===== src/beacon_pkg.sv =====
// package: constants and types for the beacon field builder
package beacon_pkg;
    // register port
    localparam int ADDR_W = 8;
    localparam int DATA_W = 32;
    localparam logic [7:0] CTRL_ADDR = 8'h00;
    localparam logic [7:0] CMD_ADDR = 8'h04;
    localparam logic [7:0] STATUS_ADDR = 8'h08;
    localparam logic [7:0] COUNT_ADDR = 8'h0c;
    localparam logic [1:0] CTRL_RESET = 2'h0;
    localparam int CTRL_PERMIT_BIT = 0;
    localparam int CTRL_COORD_BIT = 1;
    localparam int CMD_BUILD_BIT = 0;
    localparam int STATUS_BUSY_BIT = 0;
    localparam int STATUS_PEND_BIT = 1;
    localparam int STATUS_LVL_LSB = 4;
    // superframe specification field positions
    localparam int SF_BO_LSB = 0;
    localparam int SF_SO_LSB = 4;
    localparam int SF_CAP_LSB = 8;
    localparam int SF_BLE_BIT = 12;
    localparam int SF_COORD_BIT = 14;
    localparam int SF_PERMIT_BIT = 15;
    localparam logic [3:0] SF_BO_VAL = 4'h0;
    localparam logic [3:0] SF_SO_VAL = 4'h0;
    localparam logic [3:0] SF_CAP_VAL = 4'h0;
    localparam logic SF_BLE_VAL = 1'b0;
    // gts specification field positions
    localparam int GTS_CNT_LSB = 0;
    localparam int GTS_PERMIT_BIT = 7;
    localparam logic [2:0] GTS_CNT_VAL = 3'h0;
    localparam logic GTS_PERMIT_VAL = 1'b0;
    // output buffer
    localparam int FIFO_DEPTH = 8;
    localparam int LVL_W = 4;
    // one output byte with its end-of-fields mark
    typedef struct packed {
        logic [7:0] data;
        logic last;
    } fbyte_s;
    localparam int FBYTE_W = 9;
    // builder states
    typedef enum logic [3:0] {
        ST_IDLE = 4'h1,
        ST_SF_LO = 4'h2,
        ST_SF_HI = 4'h4,
        ST_GTS = 4'h8
    } build_e;
endpackage


===== src/beacon_frame_field_builder.sv =====
// beacon field builder: fixed superframe and gts fields into a byte fifo
//
// Overview of operation
// - beacons built only on request, no timer
// - beacon order subfield always zero
// - superframe order subfield always zero
// - final cap slot subfield always zero
// - battery life extension bit always zero
// - association permit from upper layer setting
// - gts descriptor count always zero
// - gts permit bit always zero
// - no gts direction byte emitted
// - gts list empty, zero bytes
`timescale 1ns/1ps
`default_nettype none

// ----------------------------------------
// byte fifo
// ----------------------------------------
module fbyte_fifo #(
    parameter int WIDTH = 9,
    parameter int DEPTH = 8,
    parameter int LVL_W = 4
) (
    input wire logic ref_clk,
    input wire logic resetn,
    input wire logic in_valid,
    output logic in_ready,
    input wire logic [WIDTH-1:0] in_data,
    output logic out_valid,
    input wire logic out_ready,
    output logic [WIDTH-1:0] out_data,
    output logic [LVL_W-1:0] level
);
    localparam int PTR_W = $clog2(DEPTH);
    logic [WIDTH-1:0] mem [DEPTH];
    logic [PTR_W-1:0] wr_ptr_ff;
    logic [PTR_W-1:0] rd_ptr_ff;
    logic [LVL_W-1:0] cnt_ff;
    wire push;
    wire pop;

    // next pointer, wrapping after the last slot
    function automatic logic [PTR_W-1:0] ptr_next(input logic [PTR_W-1:0] p);
        return (p == PTR_W'(DEPTH - 1)) ? '0 : p + 1'b1;
    endfunction

    // handshakes and flags
    // full at depth entries: in_ready drops and the writer waits
    assign in_ready = (cnt_ff != LVL_W'(DEPTH));
    assign out_valid = (cnt_ff != '0);
    assign push = in_valid && in_ready;
    assign pop = out_valid && out_ready;
    // head entry comes straight from the array and holds while nothing pops
    assign out_data = mem[rd_ptr_ff];
    assign level = cnt_ff;

    // storage
    // the array is not reset; its contents mean nothing while the count is zero
    always_ff @(posedge ref_clk) begin
        if (push) begin
            mem[wr_ptr_ff] <= in_data;
        end
    end

    // pointers and fill count
    always_ff @(posedge ref_clk or negedge resetn) begin
        if (!resetn) begin
            wr_ptr_ff <= '0;
            rd_ptr_ff <= '0;
            cnt_ff <= '0;
        end else begin
            if (push) begin
                wr_ptr_ff <= ptr_next(wr_ptr_ff);
            end
            if (pop) begin
                rd_ptr_ff <= ptr_next(rd_ptr_ff);
            end
            if (push && !pop) begin
                cnt_ff <= cnt_ff + 1'b1;
            end else if (pop && !push) begin
                cnt_ff <= cnt_ff - 1'b1;
            end
        end
    end
endmodule

// ----------------------------------------
// field builder top
// ----------------------------------------
module beacon_frame_field_builder
    import beacon_pkg::*;
(
    input wire logic ref_clk,
    input wire logic resetn,
    input wire logic [ADDR_W-1:0] addr,
    input wire logic [DATA_W-1:0] wdata,
    input wire logic wr,
    input wire logic rd,
    output logic [DATA_W-1:0] rdata,
    input wire logic beacon_req,
    input wire logic assoc_permit,
    output logic out_valid,
    input wire logic out_ready,
    output logic [7:0] out_data,
    output logic out_last,
    output logic busy
);
    // --------------------------------
    // field packing
    // --------------------------------
    // builds the 16-bit superframe specification
    // bit 13 is reserved and left at zero
    function automatic logic [15:0] sf_spec(input logic coord, input logic permit);
        logic [15:0] v;
        v = 16'h0000;
        v[SF_BO_LSB +: 4] = SF_BO_VAL;
        v[SF_SO_LSB +: 4] = SF_SO_VAL;
        v[SF_CAP_LSB +: 4] = SF_CAP_VAL;
        v[SF_BLE_BIT] = SF_BLE_VAL;
        v[SF_COORD_BIT] = coord;
        v[SF_PERMIT_BIT] = permit;
        return v;
    endfunction

    // builds the one-byte gts specification
    function automatic logic [7:0] gts_spec();
        logic [7:0] v;
        v = 8'h00;
        v[GTS_CNT_LSB +: 3] = GTS_CNT_VAL;
        v[GTS_PERMIT_BIT] = GTS_PERMIT_VAL;
        return v;
    endfunction

    // --------------------------------
    // registers and wires
    // --------------------------------
    logic [1:0] ctrl_ff;
    logic pend_ff;
    logic [15:0] count_ff;
    logic [15:0] sf_ff;
    logic [DATA_W-1:0] rdata_ff;
    build_e state_ff;
    build_e nxt_state;
    // buffer side of the sequencer
    fbyte_s fifo_in;
    fbyte_s fifo_out;
    logic fifo_in_valid;
    logic fifo_in_ready;
    logic [LVL_W-1:0] fifo_level;

    // --------------------------------
    // request and register decode
    // --------------------------------
    // address decode shared by writes and reads
    wire sel_ctrl = (addr == CTRL_ADDR);
    wire sel_cmd = (addr == CMD_ADDR);
    wire sel_status = (addr == STATUS_ADDR);
    wire sel_count = (addr == COUNT_ADDR);
    wire ctrl_wr = wr && sel_ctrl;
    wire cmd_build = wr && sel_cmd && wdata[CMD_BUILD_BIT];
    // requests come only from the pin or the command register, never a timer
    wire new_req = cmd_build || beacon_req;
    wire start = (state_ff == ST_IDLE) && (pend_ff || new_req);
    // a request that meets a busy builder or an older pending one is kept
    wire hold_req = new_req && ((state_ff != ST_IDLE) || pend_ff);
    wire permit_now = assoc_permit || ctrl_ff[CTRL_PERMIT_BIT];
    wire byte_taken = fifo_in_valid && fifo_in_ready;
    wire done = (state_ff == ST_GTS) && byte_taken;
    // read words, zero above the defined fields
    wire [DATA_W-1:0] ctrl_word = {{(DATA_W - 2){1'b0}}, ctrl_ff};
    wire [DATA_W-1:0] count_word = {{(DATA_W - 16){1'b0}}, count_ff};
    wire [DATA_W-1:0] status_word = {{(DATA_W - STATUS_LVL_LSB - LVL_W){1'b0}}, fifo_level,
        2'h0, pend_ff, busy};
    wire [DATA_W-1:0] rd_mux =
        sel_ctrl ? ctrl_word :
        sel_status ? status_word :
        sel_count ? count_word :
        {DATA_W{1'b0}};

    // --------------------------------
    // byte sequencer
    // --------------------------------
    // byte order: sf low, sf high, gts; nothing after gts
    always_comb begin
        nxt_state = state_ff;
        fifo_in_valid = 1'b0;
        fifo_in = '0;
        case (state_ff)
            ST_IDLE: begin
                // waits here until a request arrives
                if (start) begin
                    nxt_state = ST_SF_LO;
                end
            end
            ST_SF_LO: begin
                fifo_in_valid = 1'b1;
                fifo_in.data = sf_ff[7:0];
                if (fifo_in_ready) begin
                    nxt_state = ST_SF_HI;
                end
            end
            ST_SF_HI: begin
                fifo_in_valid = 1'b1;
                fifo_in.data = sf_ff[15:8];
                if (fifo_in_ready) begin
                    nxt_state = ST_GTS;
                end
            end
            ST_GTS: begin
                fifo_in_valid = 1'b1;
                fifo_in.data = gts_spec();
                // the gts byte closes the set; no direction or list bytes follow
                fifo_in.last = 1'b1;
                if (fifo_in_ready) begin
                    nxt_state = ST_IDLE;
                end
            end
            default: begin
                nxt_state = ST_IDLE;
            end
        endcase
    end

    // --------------------------------
    // state and pending request
    // --------------------------------
    // state register and field snapshot
    // permit and coordinator are frozen at the start edge so all bytes agree
    always_ff @(posedge ref_clk or negedge resetn) begin
        if (!resetn) begin
            state_ff <= ST_IDLE;
            sf_ff <= 16'h0000;
        end else begin
            state_ff <= nxt_state;
            if (start) begin
                sf_ff <= sf_spec(ctrl_ff[CTRL_COORD_BIT], permit_now);
            end
        end
    end

    // pending request: a kept request wins over the start that consumes the older one,
    // so a request in the very cycle a pending build starts is not lost
    always_ff @(posedge ref_clk or negedge resetn) begin
        if (!resetn) begin
            pend_ff <= 1'b0;
        end else if (hold_req) begin
            pend_ff <= 1'b1;
        end else if (start) begin
            pend_ff <= 1'b0;
        end
    end

    // --------------------------------
    // register port
    // --------------------------------
    // control, beacon count and read data
    // the beacon count wraps silently at 16 bits
    always_ff @(posedge ref_clk or negedge resetn) begin
        if (!resetn) begin
            ctrl_ff <= CTRL_RESET;
            count_ff <= 16'h0000;
            rdata_ff <= '0;
        end else begin
            if (ctrl_wr) begin
                ctrl_ff <= wdata[1:0];
            end
            if (done) begin
                count_ff <= count_ff + 16'h0001;
            end
            rdata_ff <= rd ? rd_mux : '0;
        end
    end

    // read data stands one cycle after the strobe, zero otherwise
    assign rdata = rdata_ff;
    assign busy = (state_ff != ST_IDLE);

    // --------------------------------
    // output buffer
    // --------------------------------
    fbyte_fifo #(
        .WIDTH(FBYTE_W),
        .DEPTH(FIFO_DEPTH),
        .LVL_W(LVL_W)
    ) u_fifo (
        .ref_clk(ref_clk),
        .resetn(resetn),
        .in_valid(fifo_in_valid),
        .in_ready(fifo_in_ready),
        .in_data(fifo_in),
        .out_valid(out_valid),
        .out_ready(out_ready),
        .out_data(fifo_out),
        .level(fifo_level)
    );

    // unpack the head entry onto the sink side
    assign out_data = fifo_out.data;
    assign out_last = fifo_out.last;
endmodule

`default_nettype wire


===== config.mk =====
export PLATFORM = sky130hd
export DESIGN_NAME = beacon_frame_field_builder
export DESIGN_NICKNAME = d
export VERILOG_FILES = /design/src/beacon_pkg.sv /design/src/beacon_frame_field_builder.sv
export SDC_FILE = /design/constraint.sdc
export NUM_CORES = 1
export LEC_CHECK = 0
export ABC_AREA = 1
export BUFFER_PORTS_ARGS = -buffer_cell sky130_fd_sc_hd__buf_2
export CORE_ASPECT_RATIO = 0.9
export CORE_MARGIN = 10
export CORE_UTILIZATION = 34
export CTS_CLUSTER_DIAMETER = 40
export DETAILED_ROUTE_END_ITERATION = 8
export GPL_ROUTABILITY_DRIVEN = 0
export PLACE_DENSITY = 0.59
export RECOVER_POWER = 25
export SYNTH_ARGS = -nofsm -noshare
export SYNTH_HDL_FRONTEND = slang
export SYNTH_SLANG_ARGS = --single-unit
export TNS_END_PERCENT = 20

===== constraint.sdc =====
create_clock -name ref_clk -period 2.9 [get_ports ref_clk]
set_input_delay 0.29 -clock ref_clk [delete_from_list [all_inputs] [get_ports ref_clk]]
set_output_delay 0.29 -clock ref_clk [all_outputs]
set_load 0.01 [all_outputs]

==> reports/metrics.yaml, run 1 <==
sta:
  drv_slew: 0
  worstMarginPinSlew_ps: 1280
  fmax_mhz: 417
  hold_violations: 0
  setup_viol: 0
  rsz0062_at_grt: "false"
  whs_ps: 199
  fin_crit_ps: 2400
  fin_skew_ps: 5.30
  slew_headroom_pct: 14.4
  fin_crit_sh_pct: 82.6
  fin_tns_setup_ps: 0
layout:
  drive_above_1_share_pct: 19.9
  layout.cells.non_filler: 624
  diodes: 0
  nets: 519
  final_util_pct: 39.5
  fillers: 1163
  syn_to_final_growth_pct: 14.7
clocking:
  cts_tree: "done"
  numClockSinks: 75
  cts_root_buf: "clkbuf_16"
  numCtsBuffers: 9
  cts.repair.resized: 0
  clk_pin_slew_ps: 60
  cts_hold_buf: 0
  post_cts_buffers: 0
  h-tree-depth: 3
  clkLatencyLatePin_ps: 330
  cts_buffer_depth: 2
critical_path:
  r2r_setup_slack_ps: 500
  path_class: "flop to flop"
  arrival_ps: 2600
  end_kind: "flop"
  reg2reg_from: "state_ff[0]"
  r2r_cells: 16
  startpoint: "state_ff[0]"
  cp_max_fo: 9
  crit_path_start_kind: "flop"
  crit_required_ps: 3110
  worst_r2r_endpoint: "u_fifo.level[3]"
floorplanning:
  die_y_um: 122
  start_util_pct: 34.5
  die_x_um: 133
  fp-row-count: 37
  coreArea_um2: 11300
  die_area_um2: 16100
  ios: 90
detailed_routing:
  vias: 2778
  firstDrtPassIters: 5
  drt_wl_total_um: 7710
  drt_iter0_markers: 93
  via_per_inst: 4.45
  drc: 0
  final_antenna_net_count: 0
  wl_per_cell_um: 12.4
placed_design:
  place_inst: 608
  hpwlAfterDp_um: 5830
  port_buffers: 37
power:
  pwr-share-comb_pct: 27.1
  power_uw: 3560
  p_per_area_nw_per_um2: 797
  leakage_uw: 0.00205
  switching_power_uw: 1220
  power_frac_seq_pct: 41.0
  p_sw_share_pct: 34.2
  ir_worst_vdd_mv: 0.297
  clock_power_share_pct: 31.9
  p_int_uw: 2340
outcome:
  status: "completed"
grt:
  met2_usage_pct: 17.6
  grt_pass1_vias: 2859
  use_met1_pct: 11.5
  grt_overflow: 0
  grt_max_degree: 52
  grt_use_total_pct: 10.0
  top_usage_layer: "met2"
  grt_pass1_wl_um: 13400
  gr-usage-met3_pct: 3.52
  grt_antenna_before_repair: 0
yosys:
  post_synth.cell_area_avg_um2: 9.27
  synth_area_um2: 3890
  async_reset_ff_share_pct: 68.0
  ys_warn_count: 0
  synthFlopType: "dfrtp_1"
  ys_seq_area_share_pct: 51.3
  yosysUniqueCellTypes: 39
  ys_seq_elements: 75
  synthCells: 420
  synth_edf_count: 24
worst_hold_path:
  hold_path_end: "ctrl_ff[1]"
  hold_path_depth: 3
  hp-class: "input pin to flop"
  hold_start: "wdata[1]"
flow_run:
  maxCapViolCount: 0
critical path, cell delays in order, from the launching register on:
cell and delay (ps):
dfstp_2 530, inv_1 70, nand4_1 200, nand3_2 100, nand2_1 110, inv_4 80, ha_1 220, inv_1 120
ha_1 240, nand2_1 70, inv_1 30, o21ai_0 210, nand2_1 80, nand2_1 60, nand2_1 40, nand2_1 50
o21ai_0 60
layer usage:
| layer | wire length [µm] | up-vias |
|---|---|---|
| li1 | - | 1402 |
| met1 | 3470 | 1325 |
| met2 | 3880 | 46 |
| met3 | 318 | 5 |
| met4 | 42 | 0 |
| met5 | 0 | - |
Yosys cell counts, types with 2 or more instances:
cell type,instances,share of area (%)
nor3_1,3,0.39
nor3_4,2,0.84
nand3_1,20,2.6
dfrtp_1,50,32
o21ai_0,17,2.2
nor2_1,39,3.8
buf_2,2,0.26
mux2i_1,6,1.5
inv_1,38,3.7
nor3_2,10,2.6
nand4_1,5,0.80
ha_1,8,2.6
nand2_4,4,1.2
inv_4,2,0.32
o22ai_1,6,0.96
o21ai_1,2,0.26
edfxtp_1,24,19
xor2_1,11,2.5
nand3_2,4,1.0
nor2_2,5,0.80
inv_2,5,0.48
buf_6,2,0.58
xnor2_1,3,0.67
a21oi_1,7,0.90
buf_4,22,4.2
nand2_1,110,11
stage by stage:
step,worst slack (ps),cell area (µm²)
finish,505,4470
global route,177,4470
CTS,484,4470
detailed placement,481,4160
global placement,575,4160
floorplan,726,3970
cell families after synthesis:
logic type / after synthesis / synth area share, %
other cells: 1 / 0.0963
compound gates: 36 / 5.33
simple gates: 207 / 25.8
xor+xnor: 14 / 3.15
mux: 6 / 1.54
buf+inv: 72 / 9.64
flops: 75 / 51.3
fa+ha+maj: 9 / 3.08
power groups by stage:
stage / clock network, µW / logic [µW] / registers, µW
after floorplan: 0 / 806 / 1390
after global placement: 0 / 944 / 1470
after detailed placement: 0 / 978 / 1480
after CTS: 1160 / 983 / 1460
after global routing: 1210 / 1130 / 1490
final: 1140 / 967 / 1460
registers in the layout (all words and copies together) (netlist names):
name and cells:
pend_ff 1, u_fifo.wr_ptr_ff 3, u_fifo.level 4, count_ff 16
rdata 16, u_fifo.rd_ptr_ff 3, ctrl_ff 2, u_fifo.mem 24
state_ff 4, sf_ff 2
how the worst max path moves through the flow:
| stage | end | cells past startpoint |
|---|---|---|
| after floorplan | u_fifo.level[3] | 16 |
| after global placement | u_fifo.level[3] | 16 |
| final | u_fifo.level[3] | 16 |
| after global routing | u_fifo.level[3] | 16 |
| after CTS | u_fifo.level[3] | 16 |
| after detailed placement | u_fifo.level[3] | 16 |
cell type report:
cell class,count,area (µm²),area share (%)
clock inverters,6,58.8,1.32
multi-input cells,294,1600,35.8
inverters,45,174,3.89
repair buffers,38,190,4.26
well taps,156,195,4.37
flip-flops and latches,75,2000,44.7
clock buffers,10,250,5.60
cell usage in the layout (no fill, tap or decap), types with 8 or more instances in the layout:
cell type  netlist  final
nand2_1        110    110
dfrtp_1         50     50
nor2_1          39     39
inv_1           38     38
buf_2            2     37
edfxtp_1        24     24
conb_1           1     22
nand3_1         20     20
o21ai_0         17     17
xor2_1          11     11
nor3_2          10     10
clkbuf_16        0     10
ha_1             8      8
Power figures use the tool's default switching activity.
==> run 2: changes to the inputs <==
ABC_AREA = 0   (was 1)
PLACE_DENSITY = 0.61   (was 0.59)
clock period = 2.05 ns   (was 2.9 ns; I/O delays follow)
==> run 2 against run 1 <==
Against the previous run:
- critical endpoint unchanged
- combinational power grew 130%
- sequential share of layout area shrank 0.58 points
- clock skew is essentially flat
- highest routed layer unchanged
- sequential cell count is the same
- design area grew 1.4%
- clock power grew 47%
- global-route usage shrank 0.35 points
- routed wire length shrank 9.1%
- hold slack lost 83 ps
- the run now ends with negative setup slack left
- total power grew 68%
- count of clock-buffer cells in the layout grew 2
==> reports/metrics.yaml, run 2 <==
yosys:
  synth_mux_area_share_pct: 9.51  # was 1.54%
  synth_commonest_cells: "dfrtp_1, edfxtp_1, buf_4"  # was nand2_1, dfrtp_1, nor2_1
  synth_most_common_cell: "dfrtp_1"  # was nand2_1
  synth_top_family_by_area: "simple AND/OR/NAND/NOR gates"  # unchanged
  post_synth.cell_area_avg_um2: 12.6  # was 9.27 µm²
  synth_fa_ha_area_share_pct: 3.64  # was 3.08%
  synth-xor-area-share_pct: 4.41  # was 3.15%
  synth_edf_count: 24  # unchanged
  yosysUniqueCellTypes: 50  # was 39
  synth-simple-area-share_pct: 16.0  # was 25.8%
  synthCells: 283  # was 420
  synthTopCellsByArea: "dfrtp_1, edfxtp_1, buf_4, mux2_2, mux4_2"  # was dfrtp_1, edfxtp_1, nand2_1, buf_4, nor2_1
  ys_seq_area_share_pct: 55.8  # was 51.3%
  synth-compound-area-share_pct: 3.60  # was 5.33%
  synth_top_area_share_pct: 35.0  # was 32.1%
  synth_top_area_cell: "dfrtp_1"  # unchanged
  synth_area_um2: 3580  # was 3890 µm²
  async_reset_ff_share_pct: 68.0  # unchanged
  ys_warn_count: 0  # unchanged
  ys_seq_elements: 75  # unchanged
  synthFlopType: "dfrtp_1"  # unchanged
sta:
  rsz0062_at_grt: "true"  # was false
  drv_slew: 0  # unchanged
  setup_viol: 3  # was 0
  worstMarginPinSlew_ps: 982  # was 1280 ps
  fin_crit_ps: 2310  # was 2400 ps
  slew_headroom_pct: 34.6  # was 14.4%
  setup_ws_ps: -259  # was 505 ps
  fin_skew_ps: 5.05  # was 5.30 ps
  fmax_mhz: 433  # was 417 MHz
  hold_violations: 0  # unchanged
  fin_crit_sh_pct: 113  # was 82.6%
outcome:
  status: "finished, violations left"  # was completed
  violations: "negative setup slack"
critical_path:
  path_cells: "xor2_1 > a21oi_1 > or3_4 > inv_4 > ha_4 > inv_6 > ha_4 > a21o_1 > a21oi_2 > mux2i_1 > o31ai_1"  # was inv_1 > nand4_1 > nand3_2 > nand2_1 > inv_4 > ha_1 > inv_1 > ha_1 > nand2_1 > inv_1 > o21ai_0 > nand2_1 > nand2_1 > nand2_1 > nand2_1 > o21ai_0
  crit_top_cell: "ha_4"  # was nand2_1
  crit_path_start_kind: "flop"  # unchanged
  reg2reg_from: "state_ff[2]"  # was state_ff[0]
  r2r_setup_slack_ps: -260  # was 500 ps
  arrival_ps: 2510  # was 2600 ps
  r2r_cells: 11  # was 16
  worst_r2r_endpoint: "u_fifo.level[3]"  # unchanged
  cpMaxStageDelayCell: "dfrtp_1"  # was dfstp_2
  cp_max_fo: 4  # was 9
  crit_required_ps: 2250  # was 3110 ps
  critPathMaxStageDelay_ps: 410  # was 530 ps
  path_class: "flop to flop"  # unchanged
  end_kind: "flop"  # unchanged
layout:
  final_common_cell: "dfrtp_1"  # was nand2_1
  drive_above_1_share_pct: 35.4  # was 19.9%
  design_area_um2: 4530  # was 4470 µm²
  layout.cells.non_filler: 488  # was 624
  syn_to_final_growth_pct: 26.6  # was 14.7%
  top_register: "u_fifo.mem"  # unchanged
  final_util_pct: 44.2  # was 39.5%
  nets: 410  # was 519
  layout_common_cells: "dfrtp_1, buf_2, buf_4"  # was nand2_1, dfrtp_1, nor2_1
  diodes: 0  # unchanged
  largest_register_ffs: 24  # unchanged
clocking:
  numClockSinks: 75  # unchanged
  numCtsBuffers: 9  # unchanged
  h-tree-depth: 3  # unchanged
  cts_tree: "done"  # unchanged
  clkLatencyLatePin_ps: 330  # about the same
  cts_root_buf: "clkbuf_16"  # unchanged
  clk_pin_slew_ps: 60  # about the same
  cts_buffer_depth: 2  # unchanged
worst_hold_path:
  hp-class: "input pin to flop"  # unchanged
  hold_path_depth: 2  # was 3
  hold_path_end: "ctrl_ff[1]"  # unchanged
  hold_start: "wdata[1]"  # unchanged
floorplanning:
  start_util_pct: 34.9  # was 34.5%
  die_area_um2: 15000  # was 16100 µm²
  coreArea_um2: 10200  # was 11300 µm²
  die_y_um: 117  # was 122 µm
  ios: 90  # unchanged
  fp-row-count: 35  # was 37
  die_x_um: 128  # was 133 µm
power:
  p_sw_share_pct: 30.7  # was 34.2%
  leakage_uw: 0.00203  # was 0.00205 µW
  p_int_uw: 4140  # was 2340 µW
  power_uw: 5970  # was 3560 µW
  clock_power_share_pct: 28.2  # was 31.9%
  ir_worst_vdd_mv: 0.514  # was 0.297 mV
  p_per_area_nw_per_um2: 1320  # was 797 nW/µm²
  switching_power_uw: 1830  # was 1220 µW
  power_frac_seq_pct: 34.6  # was 41.0%
  pwr-share-comb_pct: 37.2  # was 27.1%
detailed_routing:
  via_per_inst: 4.69  # was 4.45
  vias: 2289  # was 2778
  drt_wl_total_um: 7010  # was 7710 µm
  drc: 0  # unchanged
  wl_per_cell_um: 14.4  # was 12.4 µm
  drt_iter0_markers: 167  # was 93
  firstDrtPassIters: 4  # was 5
  final_antenna_net_count: 0  # unchanged
placed_design:
  place_inst: 464  # was 608
  hpwlAfterDp_um: 5060  # was 5830 µm
  placed_cell_area_um2: 4040  # was 4160 µm²
  post-place-ws_ps: -238  # was 481 ps
  port_buffers: 37  # unchanged
grt:
  grt_use_total_pct: 9.68  # was 10.0%
  grt_pass1_wl_um: 11800  # was 13400 µm
  grt_max_degree: 34  # was 52
  grt_pass1_vias: 2381  # was 2859
  grt_antenna_before_repair: 0  # unchanged
  grt_overflow: 0  # unchanged
flow_run:
  maxCapViolCount: 0  # unchanged
[run 2: how the worst max path moves through the flow]
stage,to,depth (start not counted),startpoint,slack (ps)
after floorplan,u_fifo.level[3],11,u_fifo.level[1],-400
after global placement,u_fifo.level[3],9,u_fifo.level[1],-200
after detailed placement,u_fifo.level[3],9,u_fifo.level[2],-240
after CTS,u_fifo.level[3],11,state_ff[1],-270
after global routing,u_fifo.level[3],11,state_ff[2],-360
final,u_fifo.level[3],11,state_ff[2],-260
[run 2: timing repair]
item                                    in CTS  in global routing
endpoints found under the setup margin       6                 14
buffers inserted                             4                  3
endpoints found under the hold margin       18                  0
gates resized for setup                      5                 19
hold buffers                                 1                  0
pin swaps                                    9                  9
[run 2: layout make-up]
class	instances	area (µm²)
fillers	933	5720
flip-flops and latches	75	2000
multi-input cells	191	1530
repair buffers	71	472
clock buffers	12	279
well taps	129	161
clock inverters	4	52.6
inverters	6	30.0
[run 2: critical path: cells and delay by family, from the launching register on]
family	cells	cell delay, ps
compound gates	4	560
flops	1	410
simple gates	1	350
fa+ha+maj	2	330
mux	1	230
xor+xnor	1	200
buf+inv	2	100
[run 2: cell families (layout without fill, tap and decap cells)]
| logic type | count (synthesis) | count (layout) |
|---|---|---|
| and+or+nand+nor | 97 | 97 |
| AOI/OAI and AO/OA | 19 | 19 |
| other | 1 | 22 |
| buffers and inverters | 38 | 93 |
| adders and majority gates | 10 | 10 |
| xor gates and xnor gates | 18 | 18 |
| muxes | 25 | 25 |
| DFF | 75 | 75 |
[run 2: power by group through the flow]
stage | Combinational [µW] | Sequential [µW] | Clock [µW]
finish | 2220 | 2070 | 1680
CTS | 1920 | 2060 | 1730
global placement | 1760 | 2070 | 0
detailed placement | 1810 | 2080 | 0
floorplan | 1370 | 1990 | 0
global route | 2460 | 2110 | 1800
[run 2: layer usage]
metal	part of all wire (%)	track usage (%)
met5	0	0
met4	2.0	5.06
met3	5.7	3.11
met2	45	13.3
met1	48	13.1
[run 2: per-stage QoR]
stage	setup TNS, ps	hold slack, ps
after floorplan	-997	-90.6
after global routing	-966	125
after detailed placement	-411	183
final	-581	116
after global placement	-350	182
after CTS	-388	105
